<file path="config.mk">
export PLATFORM = sky130hd
export DESIGN_NAME = i2cst_top
export DESIGN_NICKNAME = d
export VERILOG_FILES = /design/src/hdl/i2cst_pkg.sv /design/src/hdl/i2cst_buf.sv /design/src/hdl/i2cst_top.sv
export SDC_FILE = /design/constraint.sdc
export NUM_CORES = 1
export LEC_CHECK = 0
export ABC_AREA = 1
export BUFFER_PORTS_ARGS = -buffer_cell sky130_fd_sc_hd__buf_2
export CORE_AREA = 2 2 84 127
export CTS_BUF_LIST = sky130_fd_sc_hd__clkbuf_8
export CTS_CLUSTER_DIAMETER = 30
export DETAILED_ROUTE_END_ITERATION = 6
export DIE_AREA = 0 0 86 129
export SYNTH_ARGS = -nofsm -noshare
export SYNTH_HDL_FRONTEND = slang
export SYNTH_HIERARCHICAL = 1
export SYNTH_SLANG_ARGS = --single-unit
</file>
<file path="constraint.sdc">
create_clock -name mclk -period 1.76 [get_ports mclk]
set_input_delay 0.528 -clock mclk [delete_from_list [all_inputs] [get_ports mclk]]
set_output_delay 0.528 -clock mclk [all_outputs]
set_load 0.1 [all_outputs]
</file>
<file path="src/hdl/i2cst_pkg.sv">
// constants, states and carriers of the slave transmitter
package i2cst_pkg;
  // status codes shown in the status register
  localparam logic [7:0] ST_OWN_READ = 8'ha8;
  localparam logic [7:0] ST_ARB_READ = 8'hb0;
  localparam logic [7:0] ST_SENT_ACK = 8'hb8;
  localparam logic [7:0] ST_SENT_NACK = 8'hc0;
  localparam logic [7:0] ST_LAST_ACK = 8'hc8;
  localparam logic [7:0] ST_NO_INFO = 8'hf8;
  localparam logic [7:0] ST_BUS_ERR = 8'h00;
  // byte framing
  localparam logic [3:0] BITS_PER_BYTE = 4'h8;
  localparam int GC_EN_BIT = 0;
  localparam logic [6:0] GC_ADDR = 7'h00;
  // start hold time and its cycle count at the 4 ns clock
  localparam int T_HD_START_NS = 4000;
  localparam int CLK_PERIOD_NS = 4;
  localparam int HD_START_CYC =
    (T_HD_START_NS + CLK_PERIOD_NS - 1) / CLK_PERIOD_NS;
  // software control flags
  typedef struct packed {
    logic begin_request;
    logic halt_request;
    logic ack_enable;
  } i2cst_ctrl_flags_s;
  localparam i2cst_ctrl_flags_s CTRL_RESET = 3'h0;
  // slave sequencer states
  typedef enum logic [2:0] {
    S_IDLE, S_ADDR, S_ADDR_ACK, S_WAIT, S_TX, S_RX_ACK, S_ERR, S_START
  } i2cst_state_e;
endpackage

</file>
<file path="src/hdl/i2cst_buf.sv">
// two-entry byte buffer with valid and ready on both sides
`timescale 1ns/100ps
module i2cst_buf #(
  parameter int WIDTH = 8
) (
  // clock and reset
  input wire logic mclk,
  input wire logic rst_n,
  // filling side
  input wire logic in_valid,
  input wire logic [WIDTH-1:0] in_data,
  output logic in_ready,
  // draining side
  output logic out_valid,
  output logic [WIDTH-1:0] out_data,
  input wire logic out_ready
);
  logic [WIDTH-1:0] mem [2];
  logic wr_ptr;
  logic rd_ptr;
  logic [1:0] count;
  logic push;
  logic pop;

  // handshakes from the fill level
  assign in_ready = (count != 2'h2);
  assign out_valid = (count != 2'h0);
  assign out_data = mem[rd_ptr];
  assign push = in_valid && in_ready;
  assign pop = out_valid && out_ready;

  // storage write
  always_ff @(posedge mclk or negedge rst_n)
  begin
    if (!rst_n)
    begin
      mem[0] <= '0;
      mem[1] <= '0;
    end
    else if (push)
      mem[wr_ptr] <= in_data;
  end

  // pointers and fill level
  always_ff @(posedge mclk or negedge rst_n)
  begin
    if (!rst_n)
    begin
      wr_ptr <= 1'h0;
      rd_ptr <= 1'h0;
      count <= 2'h0;
    end
    else
    begin
      if (push)
        wr_ptr <= ~wr_ptr;
      if (pop)
        rd_ptr <= ~rd_ptr;
      count <= count + {1'h0, push} - {1'h0, pop};
    end
  end

  // a stalled drain keeps both words and the head word
  a_buf_stall_hold: assert property (
    @(posedge mclk) disable iff (!rst_n)
    count == 2'h2 && !out_ready |=> count == 2'h2 && $stable(out_data))
    else $error("word lost while drain stalled");
endmodule

</file>
<file path="src/hdl/i2cst_top.sv">
// status-driven slave transmitter of the serial bus controller
// Behaviour
// - after setup, stay idle until own address and direction arrive
// - enter transmit only when the direction bit is 1
// - own address with read sets the interrupt flag with a valid code
// - report a8 after own read address; send loaded byte
// - lost arbitration then addressed for read reports b0
// - byte sent and acknowledged reports b8; next loaded byte goes out
// - with ack enable clear, send last byte; report c0 or c8
// - reading past the last byte gets released line, all ones
// - ack enable low ignores own and general call addresses
// - setting ack enable restores recognition at once
// - flag clear in c0/c8 returns to unaddressed mode
// - general call gated by own-address bit 0 in addr_hit, but never taken for transmit
// - begin request on leaving issues a start once bus is free
// - status reads f8 while the interrupt flag is low
// - bus error code 00; halt request recovery releases and clears it
`timescale 1ns/100ps
module i2cst_top (
  // clock and reset
  input wire logic mclk,
  input wire logic rst_n,
  // bus pins, open drain
  input wire logic scl_in,
  input wire logic sda_in,
  output logic scl_out,
  output logic scl_oe,
  output logic sda_out,
  output logic sda_oe,
  // software control and status
  input wire logic [7:0] addr_match_reg,
  input wire logic ctrl_wr,
  input wire i2cst_pkg::i2cst_ctrl_flags_s ctrl_wdata,
  output i2cst_pkg::i2cst_ctrl_flags_s ctrl_flags_reg,
  input wire logic si_clr,
  output logic serial_int,
  output logic [7:0] bus_state_code_reg,
  // transmit bytes from software
  input wire logic byte_valid,
  input wire logic [7:0] byte_buffer_reg,
  output logic byte_ready,
  // master path
  input wire logic arb_lost,
  output logic start_issued
);
  i2cst_pkg::i2cst_state_e state;
  logic [1:0] scl_sync;
  logic [1:0] sda_sync;
  logic scl_q;
  logic sda_q;
  logic scl_rise;
  logic scl_fall;
  logic start_det;
  logic stop_det;
  logic bus_busy;
  logic [7:0] shreg;
  logic [3:0] bit_cnt;
  logic last_byte;
  logic got_ack;
  logic arb_seen;
  logic [7:0] code;
  logic set_si;
  logic [7:0] next_code;
  logic halt_clr;
  logic start_pend;
  logic [10:0] hd_cnt;
  logic buf_valid;
  logic [7:0] buf_data;
  logic buf_take;
  logic addr_hit;

  // two-entry buffer between software and the shifter
  i2cst_buf #(.WIDTH(8)) u_buf (
    .mclk(mclk),
    .rst_n(rst_n),
    .in_valid(byte_valid),
    .in_data(byte_buffer_reg),
    .in_ready(byte_ready),
    .out_valid(buf_valid),
    .out_data(buf_data),
    .out_ready(buf_take)
  );

  // pin synchronisers plus one delayed copy for edges
  always_ff @(posedge mclk or negedge rst_n)
  begin
    if (!rst_n)
    begin
      scl_sync <= 2'h3;
      sda_sync <= 2'h3;
      scl_q <= 1'h1;
      sda_q <= 1'h1;
    end
    else
    begin
      scl_sync <= {scl_sync[0], scl_in};
      sda_sync <= {sda_sync[0], sda_in};
      scl_q <= scl_sync[1];
      sda_q <= sda_sync[1];
    end
  end

  // bus events
  assign scl_rise = scl_sync[1] && !scl_q;
  assign scl_fall = !scl_sync[1] && scl_q;
  assign start_det = scl_sync[1] && scl_q && sda_q && !sda_sync[1];
  assign stop_det = scl_sync[1] && scl_q && !sda_q && sda_sync[1];

  // bus busy between start and stop, always monitored
  always_ff @(posedge mclk or negedge rst_n)
  begin
    if (!rst_n)
      bus_busy <= 1'h0;
    else if (start_det)
      bus_busy <= 1'h1;
    else if (stop_det)
      bus_busy <= 1'h0;
  end

  // address match, checked live against the ack enable flag
  // ignore when disabled
  // general call gated by bit 0
  assign addr_hit = ctrl_flags_reg.ack_enable &&
    ((shreg[7:1] == addr_match_reg[7:1]) ||
     (shreg[7:1] == i2cst_pkg::GC_ADDR &&
      addr_match_reg[i2cst_pkg::GC_EN_BIT]));

  // buffer drained when software releases a data state
  assign buf_take = (state == i2cst_pkg::S_WAIT) && !serial_int && buf_valid &&
    (code == i2cst_pkg::ST_OWN_READ || code == i2cst_pkg::ST_ARB_READ ||
     code == i2cst_pkg::ST_SENT_ACK);

  // status code and flag events
  always_comb
  begin
    set_si = 1'h0;
    next_code = code;
    halt_clr = 1'h0;
    case (state)
      i2cst_pkg::S_ADDR_ACK:
        if (scl_fall)
        begin
          set_si = 1'h1;
          next_code = arb_seen ? i2cst_pkg::ST_ARB_READ :
            i2cst_pkg::ST_OWN_READ;
        end
      i2cst_pkg::S_RX_ACK:
        if (scl_fall)
        begin
          set_si = 1'h1;
          if (!got_ack)
            next_code = i2cst_pkg::ST_SENT_NACK;
          else if (last_byte)
            next_code = i2cst_pkg::ST_LAST_ACK;
          else
            next_code = i2cst_pkg::ST_SENT_ACK;
        end
      i2cst_pkg::S_ERR:
        halt_clr = !serial_int && ctrl_flags_reg.halt_request;
      default:
        ;
    endcase
    // misplaced start or stop inside a byte
    if ((state == i2cst_pkg::S_TX || state == i2cst_pkg::S_RX_ACK ||
         state == i2cst_pkg::S_ADDR_ACK) && (start_det || stop_det))
    begin
      set_si = 1'h1;
      next_code = i2cst_pkg::ST_BUS_ERR;
    end
  end

  // interrupt flag, a new event wins over a clear
  // flag raised with a valid code
  always_ff @(posedge mclk or negedge rst_n)
  begin
    if (!rst_n)
    begin
      serial_int <= 1'h0;
      code <= i2cst_pkg::ST_NO_INFO;
    end
    else
    begin
      if (set_si)
        serial_int <= 1'h1;
      else if (si_clr)
        serial_int <= 1'h0;
      code <= next_code;
    end
  end

  // no information while the flag is low
  assign bus_state_code_reg = serial_int ? code : i2cst_pkg::ST_NO_INFO;

  // control flags, software writes and hardware clears halt
  // software keeps halt request low when servicing
  always_ff @(posedge mclk or negedge rst_n)
  begin
    if (!rst_n)
      ctrl_flags_reg <= i2cst_pkg::CTRL_RESET;
    else if (ctrl_wr)
      ctrl_flags_reg <= ctrl_wdata;
    else if (halt_clr)
      ctrl_flags_reg.halt_request <= 1'h0;
  end

  // remembers an arbitration loss until the sequencer is in S_WAIT or S_IDLE
  always_ff @(posedge mclk or negedge rst_n)
  begin
    if (!rst_n)
      arb_seen <= 1'h0;
    else if (arb_lost)
      arb_seen <= 1'h1;
    else if (state == i2cst_pkg::S_WAIT || state == i2cst_pkg::S_IDLE)
      arb_seen <= 1'h0;
  end

  // slave sequencer
  always_ff @(posedge mclk or negedge rst_n)
  begin
    if (!rst_n)
    begin
      state <= i2cst_pkg::S_IDLE;
      shreg <= 8'h00;
      bit_cnt <= 4'h0;
      last_byte <= 1'h0;
      got_ack <= 1'h0;
      start_pend <= 1'h0;
      hd_cnt <= 11'h000;
      start_issued <= 1'h0;
    end
    else
    begin
      start_issued <= 1'h0;
      case (state)
        // wait for a start and the address byte
        // unaddressed: released line, master reads ones
        i2cst_pkg::S_IDLE:
          if (start_det)
          begin
            state <= i2cst_pkg::S_ADDR;
            bit_cnt <= 4'h0;
          end
          // start once the bus is free
          else if (start_pend && !bus_busy)
          begin
            state <= i2cst_pkg::S_START;
            hd_cnt <= 11'(i2cst_pkg::HD_START_CYC);
          end
        i2cst_pkg::S_ADDR:
          if (start_det)
            bit_cnt <= 4'h0;
          else if (stop_det)
            state <= i2cst_pkg::S_IDLE;
          else if (scl_rise && bit_cnt != i2cst_pkg::BITS_PER_BYTE)
          begin
            shreg <= {shreg[6:0], sda_sync[1]};
            bit_cnt <= bit_cnt + 4'h1;
          end
          // only own address with read bit
          else if (scl_fall && bit_cnt == i2cst_pkg::BITS_PER_BYTE)
            state <= (addr_hit && shreg[0] &&
              shreg[7:1] == addr_match_reg[7:1]) ?
              i2cst_pkg::S_ADDR_ACK : i2cst_pkg::S_IDLE;
        i2cst_pkg::S_ADDR_ACK:
          if (start_det || stop_det)
            state <= i2cst_pkg::S_ERR;
          else if (scl_fall)
            state <= i2cst_pkg::S_WAIT;
        i2cst_pkg::S_WAIT:
          if (!serial_int)
          begin
            // load byte, note whether it is the last
            if (buf_take)
            begin
              shreg <= buf_data;
              bit_cnt <= 4'h0;
              last_byte <= !ctrl_flags_reg.ack_enable;
              state <= i2cst_pkg::S_TX;
            end
            // leave addressed mode after c0 or c8
            else if (code == i2cst_pkg::ST_SENT_NACK ||
                     code == i2cst_pkg::ST_LAST_ACK)
            begin
              start_pend <= ctrl_flags_reg.begin_request;
              state <= i2cst_pkg::S_IDLE;
            end
          end
        // msb first, shifted on falling clock
        i2cst_pkg::S_TX:
          if (start_det || stop_det)
            state <= i2cst_pkg::S_ERR;
          else if (scl_fall)
          begin
            if (bit_cnt == i2cst_pkg::BITS_PER_BYTE - 4'h1)
              state <= i2cst_pkg::S_RX_ACK;
            shreg <= {shreg[6:0], 1'h1};
            bit_cnt <= bit_cnt + 4'h1;
          end
        i2cst_pkg::S_RX_ACK:
          if (start_det || stop_det)
            state <= i2cst_pkg::S_ERR;
          else if (scl_rise)
            got_ack <= !sda_sync[1];
          else if (scl_fall)
            state <= i2cst_pkg::S_WAIT;
        i2cst_pkg::S_ERR:
          if (halt_clr)
            state <= i2cst_pkg::S_IDLE;
        i2cst_pkg::S_START:
          if (hd_cnt == 11'h000)
          begin
            start_pend <= 1'h0;
            start_issued <= 1'h1;
            state <= i2cst_pkg::S_IDLE;
          end
          else
            hd_cnt <= hd_cnt - 11'h001;
        default:
          state <= i2cst_pkg::S_IDLE;
      endcase
    end
  end

  // pin drives: only ever pull low
  assign sda_out = 1'h0;
  assign scl_out = 1'h0;
  assign sda_oe = (state == i2cst_pkg::S_ADDR_ACK) ||
    (state == i2cst_pkg::S_START) ||
    ((state == i2cst_pkg::S_TX) && !shreg[7]);
  // clock stretched while software services the flag
  assign scl_oe = (state == i2cst_pkg::S_WAIT) && !scl_sync[1] &&
    (serial_int || !buf_take);

  a_status_no_info: assert property (
    @(posedge mclk) disable iff (!rst_n)
    !serial_int |-> bus_state_code_reg == 8'hf8)
    else $error("status not f8 while flag low");
  a_read_gets_a8: assert property (
    @(posedge mclk) disable iff (!rst_n)
    state == i2cst_pkg::S_ADDR_ACK && scl_fall && !arb_seen && !start_det
    && !stop_det |=> serial_int && bus_state_code_reg == 8'ha8)
    else $error("own read not reported as a8");
  a_arb_gets_b0: assert property (
    @(posedge mclk) disable iff (!rst_n)
    state == i2cst_pkg::S_ADDR_ACK && scl_fall && arb_seen && !start_det
    && !stop_det |=> bus_state_code_reg == 8'hb0)
    else $error("arbitration case not b0");
  a_nack_gets_c0: assert property (
    @(posedge mclk) disable iff (!rst_n)
    state == i2cst_pkg::S_RX_ACK && scl_fall && !got_ack && !start_det
    && !stop_det |=> code == 8'hc0)
    else $error("nack not reported as c0");
  a_ack_next_code: assert property (
    @(posedge mclk) disable iff (!rst_n)
    state == i2cst_pkg::S_RX_ACK && scl_fall && got_ack && !start_det
    && !stop_det |=> code == ($past(last_byte) ? 8'hc8 : 8'hb8))
    else $error("ack reply code wrong");
  a_msb_first: assert property (
    @(posedge mclk) disable iff (!rst_n)
    buf_take |=> state == i2cst_pkg::S_TX && sda_oe == !$past(buf_data[7]))
    else $error("first bit is not the msb");
  a_idle_released: assert property (
    @(posedge mclk) disable iff (!rst_n)
    state == i2cst_pkg::S_IDLE |-> !sda_oe ##1 (state inside
      {i2cst_pkg::S_IDLE, i2cst_pkg::S_ADDR, i2cst_pkg::S_START}))
    else $error("unaddressed sequencer drove or left idle wrongly");
  a_disabled_ignores: assert property (
    @(posedge mclk) disable iff (!rst_n)
    state == i2cst_pkg::S_ADDR && !ctrl_flags_reg.ack_enable
    |=> state != i2cst_pkg::S_ADDR_ACK)
    else $error("address taken while ack enable low");
  a_leave_unaddr: assert property (
    @(posedge mclk) disable iff (!rst_n)
    state == i2cst_pkg::S_WAIT && !serial_int && code == 8'hc8
    |=> state == i2cst_pkg::S_IDLE)
    else $error("did not leave after c8");
  a_error_recover: assert property (
    @(posedge mclk) disable iff (!rst_n)
    halt_clr && !ctrl_wr |=> !ctrl_flags_reg.halt_request
    && state == i2cst_pkg::S_IDLE)
    else $error("bus error recovery failed");
endmodule

</file>
==> impl_results.md <==
- Outcome: complete, but fails checks
- Failing checks: negative setup slack
- Number of flip-flops under the largest register name: 16
- Worst reg2reg endpoint: state[0]
- Drc violations: 0
- Arr. time, crit path: 1.53 ns
- Post-synthesis sequential area ratio: 43.07%
- Hold WC Path Type: input port to asynchronous set/reset pin
- Grt ovf: 0
- Antenna diode instance count: 0
- I/O pins: 45
- TritonCTS Buffers: 9
- Filler cells: 970
- Initial core utilization: 39.38%
- Standard-cell rows: 45
- Peak supply drop: 1114 uV
- Final worst slack: -0.2938 ns
- Critical R2R Launch: serial_int
- Syn Inst Count: 521
- Flop and latch count out of synthesis: 67
- Startpoint Class: flip-flop
- Port Buffer Count: 38
- Synth warnings: 6
- Max FO, Critical Path: 4
- All-Layer GR Usage: 18.65%
- Detail Route Antenna Nets: 0
- Hpwl dp: 7.234 mm
- Internal reg-to-reg setup slack: -0.26 ns
- Req. time, crit path: 1.23 ns
- Final hold vios: 0
- Fin crit share: 116.7%
- Commonest cells after routing, fill and taps aside: nand2_1, dfrtp_1, buf_4
- Placer Congestion: 0.9484
- Routed vias/inst: 4.896
- Synth Cell Area: 3925 um2
- Pleak: 2.667 nW
- Final core utilization: 51.81%
- Synthesized area per cell: 7.534 um2
- RSZ-0062 raised after global routing: yes
- Max-Cap Viols: 0
- First-pass GRT wire length: 16.33 mm
- Final setup TNS: -1.761 ns
- Via count: 3,589
- Vias in the first global route: 3,623
- Die area: 11,090 um2
- Hold_buf cts: 0
- Cell Area, Placed: 4628 um2
- Layout cells sized above 1: 31.66%
- Largest net degree at the start of global routing: 23
- Post-synth cell types: 39
- First-pass DRT Iterations: 5
- Layout Nets: 643
- Die width: 86 um
- Post-route cell area: 5164 um2
- Area of the multi-input gates: 2059 um2
- Area Overhead vs Synth: 31.56%
- Power per Cell Area: 1868 nW/um2
- Largest Register: u_buf/mem
- Die Ht: 129 um
- Slew Viols, Final: 0
- First DRT Iteration DRCs: 139
- Crit Path Class: flip-flop to output pin
- Clk_lat worst skew: 0.35 ns
- CTS tree: done
- Setup crit end kind: output pin
- Biggest regs: u_buf/mem x16, hd_cnt x11, shreg x8
- CTS H-tree lvls: 3
- FF-to-FF path depth: 15
- Clock Tree Buf Depth: 2
- Antenna violations before repair: 0
- Clk_skew: 0.01381 ns
- CTS Sinks: 67
- Min Clock Period, post-route: 2.054 ns
- Setup Viol. Count Final: 11
- Register area: 1697 um2
- Routed wire per std cell: 13.17 um
- Clock root buffer: clkbuf_8
- Hold WS: 0.07609 ns
- Core Area: 9966 um2
- Fmax: 0.4869 GHz
- Total Wirelength: 9.652 mm
- Clock slew at reported path FFs: 0.08 ns
- Commonest non-fill, non-tap cell in the layout: nand2_1
[logic make-up after synthesis]
logic type	share of synthesized area, %
compound gates	8.512
buf+inv	9.340
other cells	0.09554
flops	43.07
mux	0.7651
simple gates	35.29
xor+xnor	1.339
fa+ha+maj	1.594
[layer usage]
metal,track usage [%],part of all wire [%],wire (um)
met2,35.57,57,5463
met4,7.096,1.3,126
met1,20.11,39,3788
met5,0,0,0
met3,3.143,2.8,273
[per-stage QoR]
step	power [mW]	std cells	setup WS, ns
finish	9.644	733	-0.2938
global route	10.37	733	-0.3681
detailed placement	7.505	701	-0.08002
global placement	7.394	701	-0.001635
floorplan	6.096	525	-0.9612
CTS	9.327	726	-0.3153
[power breakdown]
part	switching, mW	internal, mW	leakage, nW
clock network	0.617	0.941	0.125
registers	0.459	2.15	0.817
logic	3.38	2.10	1.72
[critical path, stage by stage (launching register included)]
cell,delay [ns]
dfrtp_2,0.46
nor2_4,0.15
nand2_4,0.05
o211ai_1,0.18
buf_4,0.16
buf_12,0.16
[final cells by class]
class	instances	area share [%]
sequential	67	32.86
inverter	58	4.265
multi-input combinational	383	39.88
timing repair buffer	92	15.51
clock buffer	9	2.399
tap	117	2.835
clock inverter	7	2.253
[synth_stat cells]
cell / instances / share of area (%)
nor2_1: 52 / 5.0
nor2_8: 1 / 0.51
a31o_2: 1 / 0.22
a21oi_1: 6 / 0.77
o21ai_0: 27 / 3.4
conb_1: 1 / 0.096
nand4_1: 21 / 3.3
o21bai_2: 1 / 0.29
buf_6: 4 / 1.1
buf_4: 10 / 1.9
buf_12: 1 / 0.51
mux2i_1: 3 / 0.77
dfrtp_1: 56 / 36
o21ai_2: 9 / 2.0
inv_2: 5 / 0.48
inv_1: 51 / 4.9
nand2_1: 172 / 16
o21ai_1: 2 / 0.26
nor3b_1: 1 / 0.19
a21o_1: 1 / 0.19
nand2_4: 4 / 1.1
nand3_1: 38 / 4.8
o21a_1: 1 / 0.19
nand2_2: 7 / 1.1
dfstp_2: 11 / 7.4
nand3_4: 2 / 0.89
o22ai_1: 6 / 0.96
clkbuf_1: 1 / 0.096
nor2_4: 1 / 0.29
o211ai_1: 1 / 0.19
nor3_1: 5 / 0.64
xnor2_1: 2 / 0.45
nor2_2: 2 / 0.32
buf_2: 1 / 0.13
or2_2: 2 / 0.32
xor2_1: 4 / 0.89
nand3_2: 1 / 0.26
clkinv_1: 2 / 0.19
ha_1: 5 / 1.6
[worst max-delay path by stage]
stage                                end      startpoint
after floorplan                   sda_oe        state[0]
after global placement    u_buf/count[1]         code[7]
after detailed placement  u_buf/count[1]         code[7]
after global routing              scl_oe  u_buf/count[0]
final                             sda_oe        state[0]
after CTS                         scl_oe  u_buf/count[1]
[what timing repair did]
item,CTS,global route
gates resized for setup,20,36
hold endpoints to repair,0,0
setup buffers,9,9
endpoints found under the setup margin,12,40
pin swaps,8,14
cloned,0,0
No activity file was read; power rests on OpenSTA's default activity.
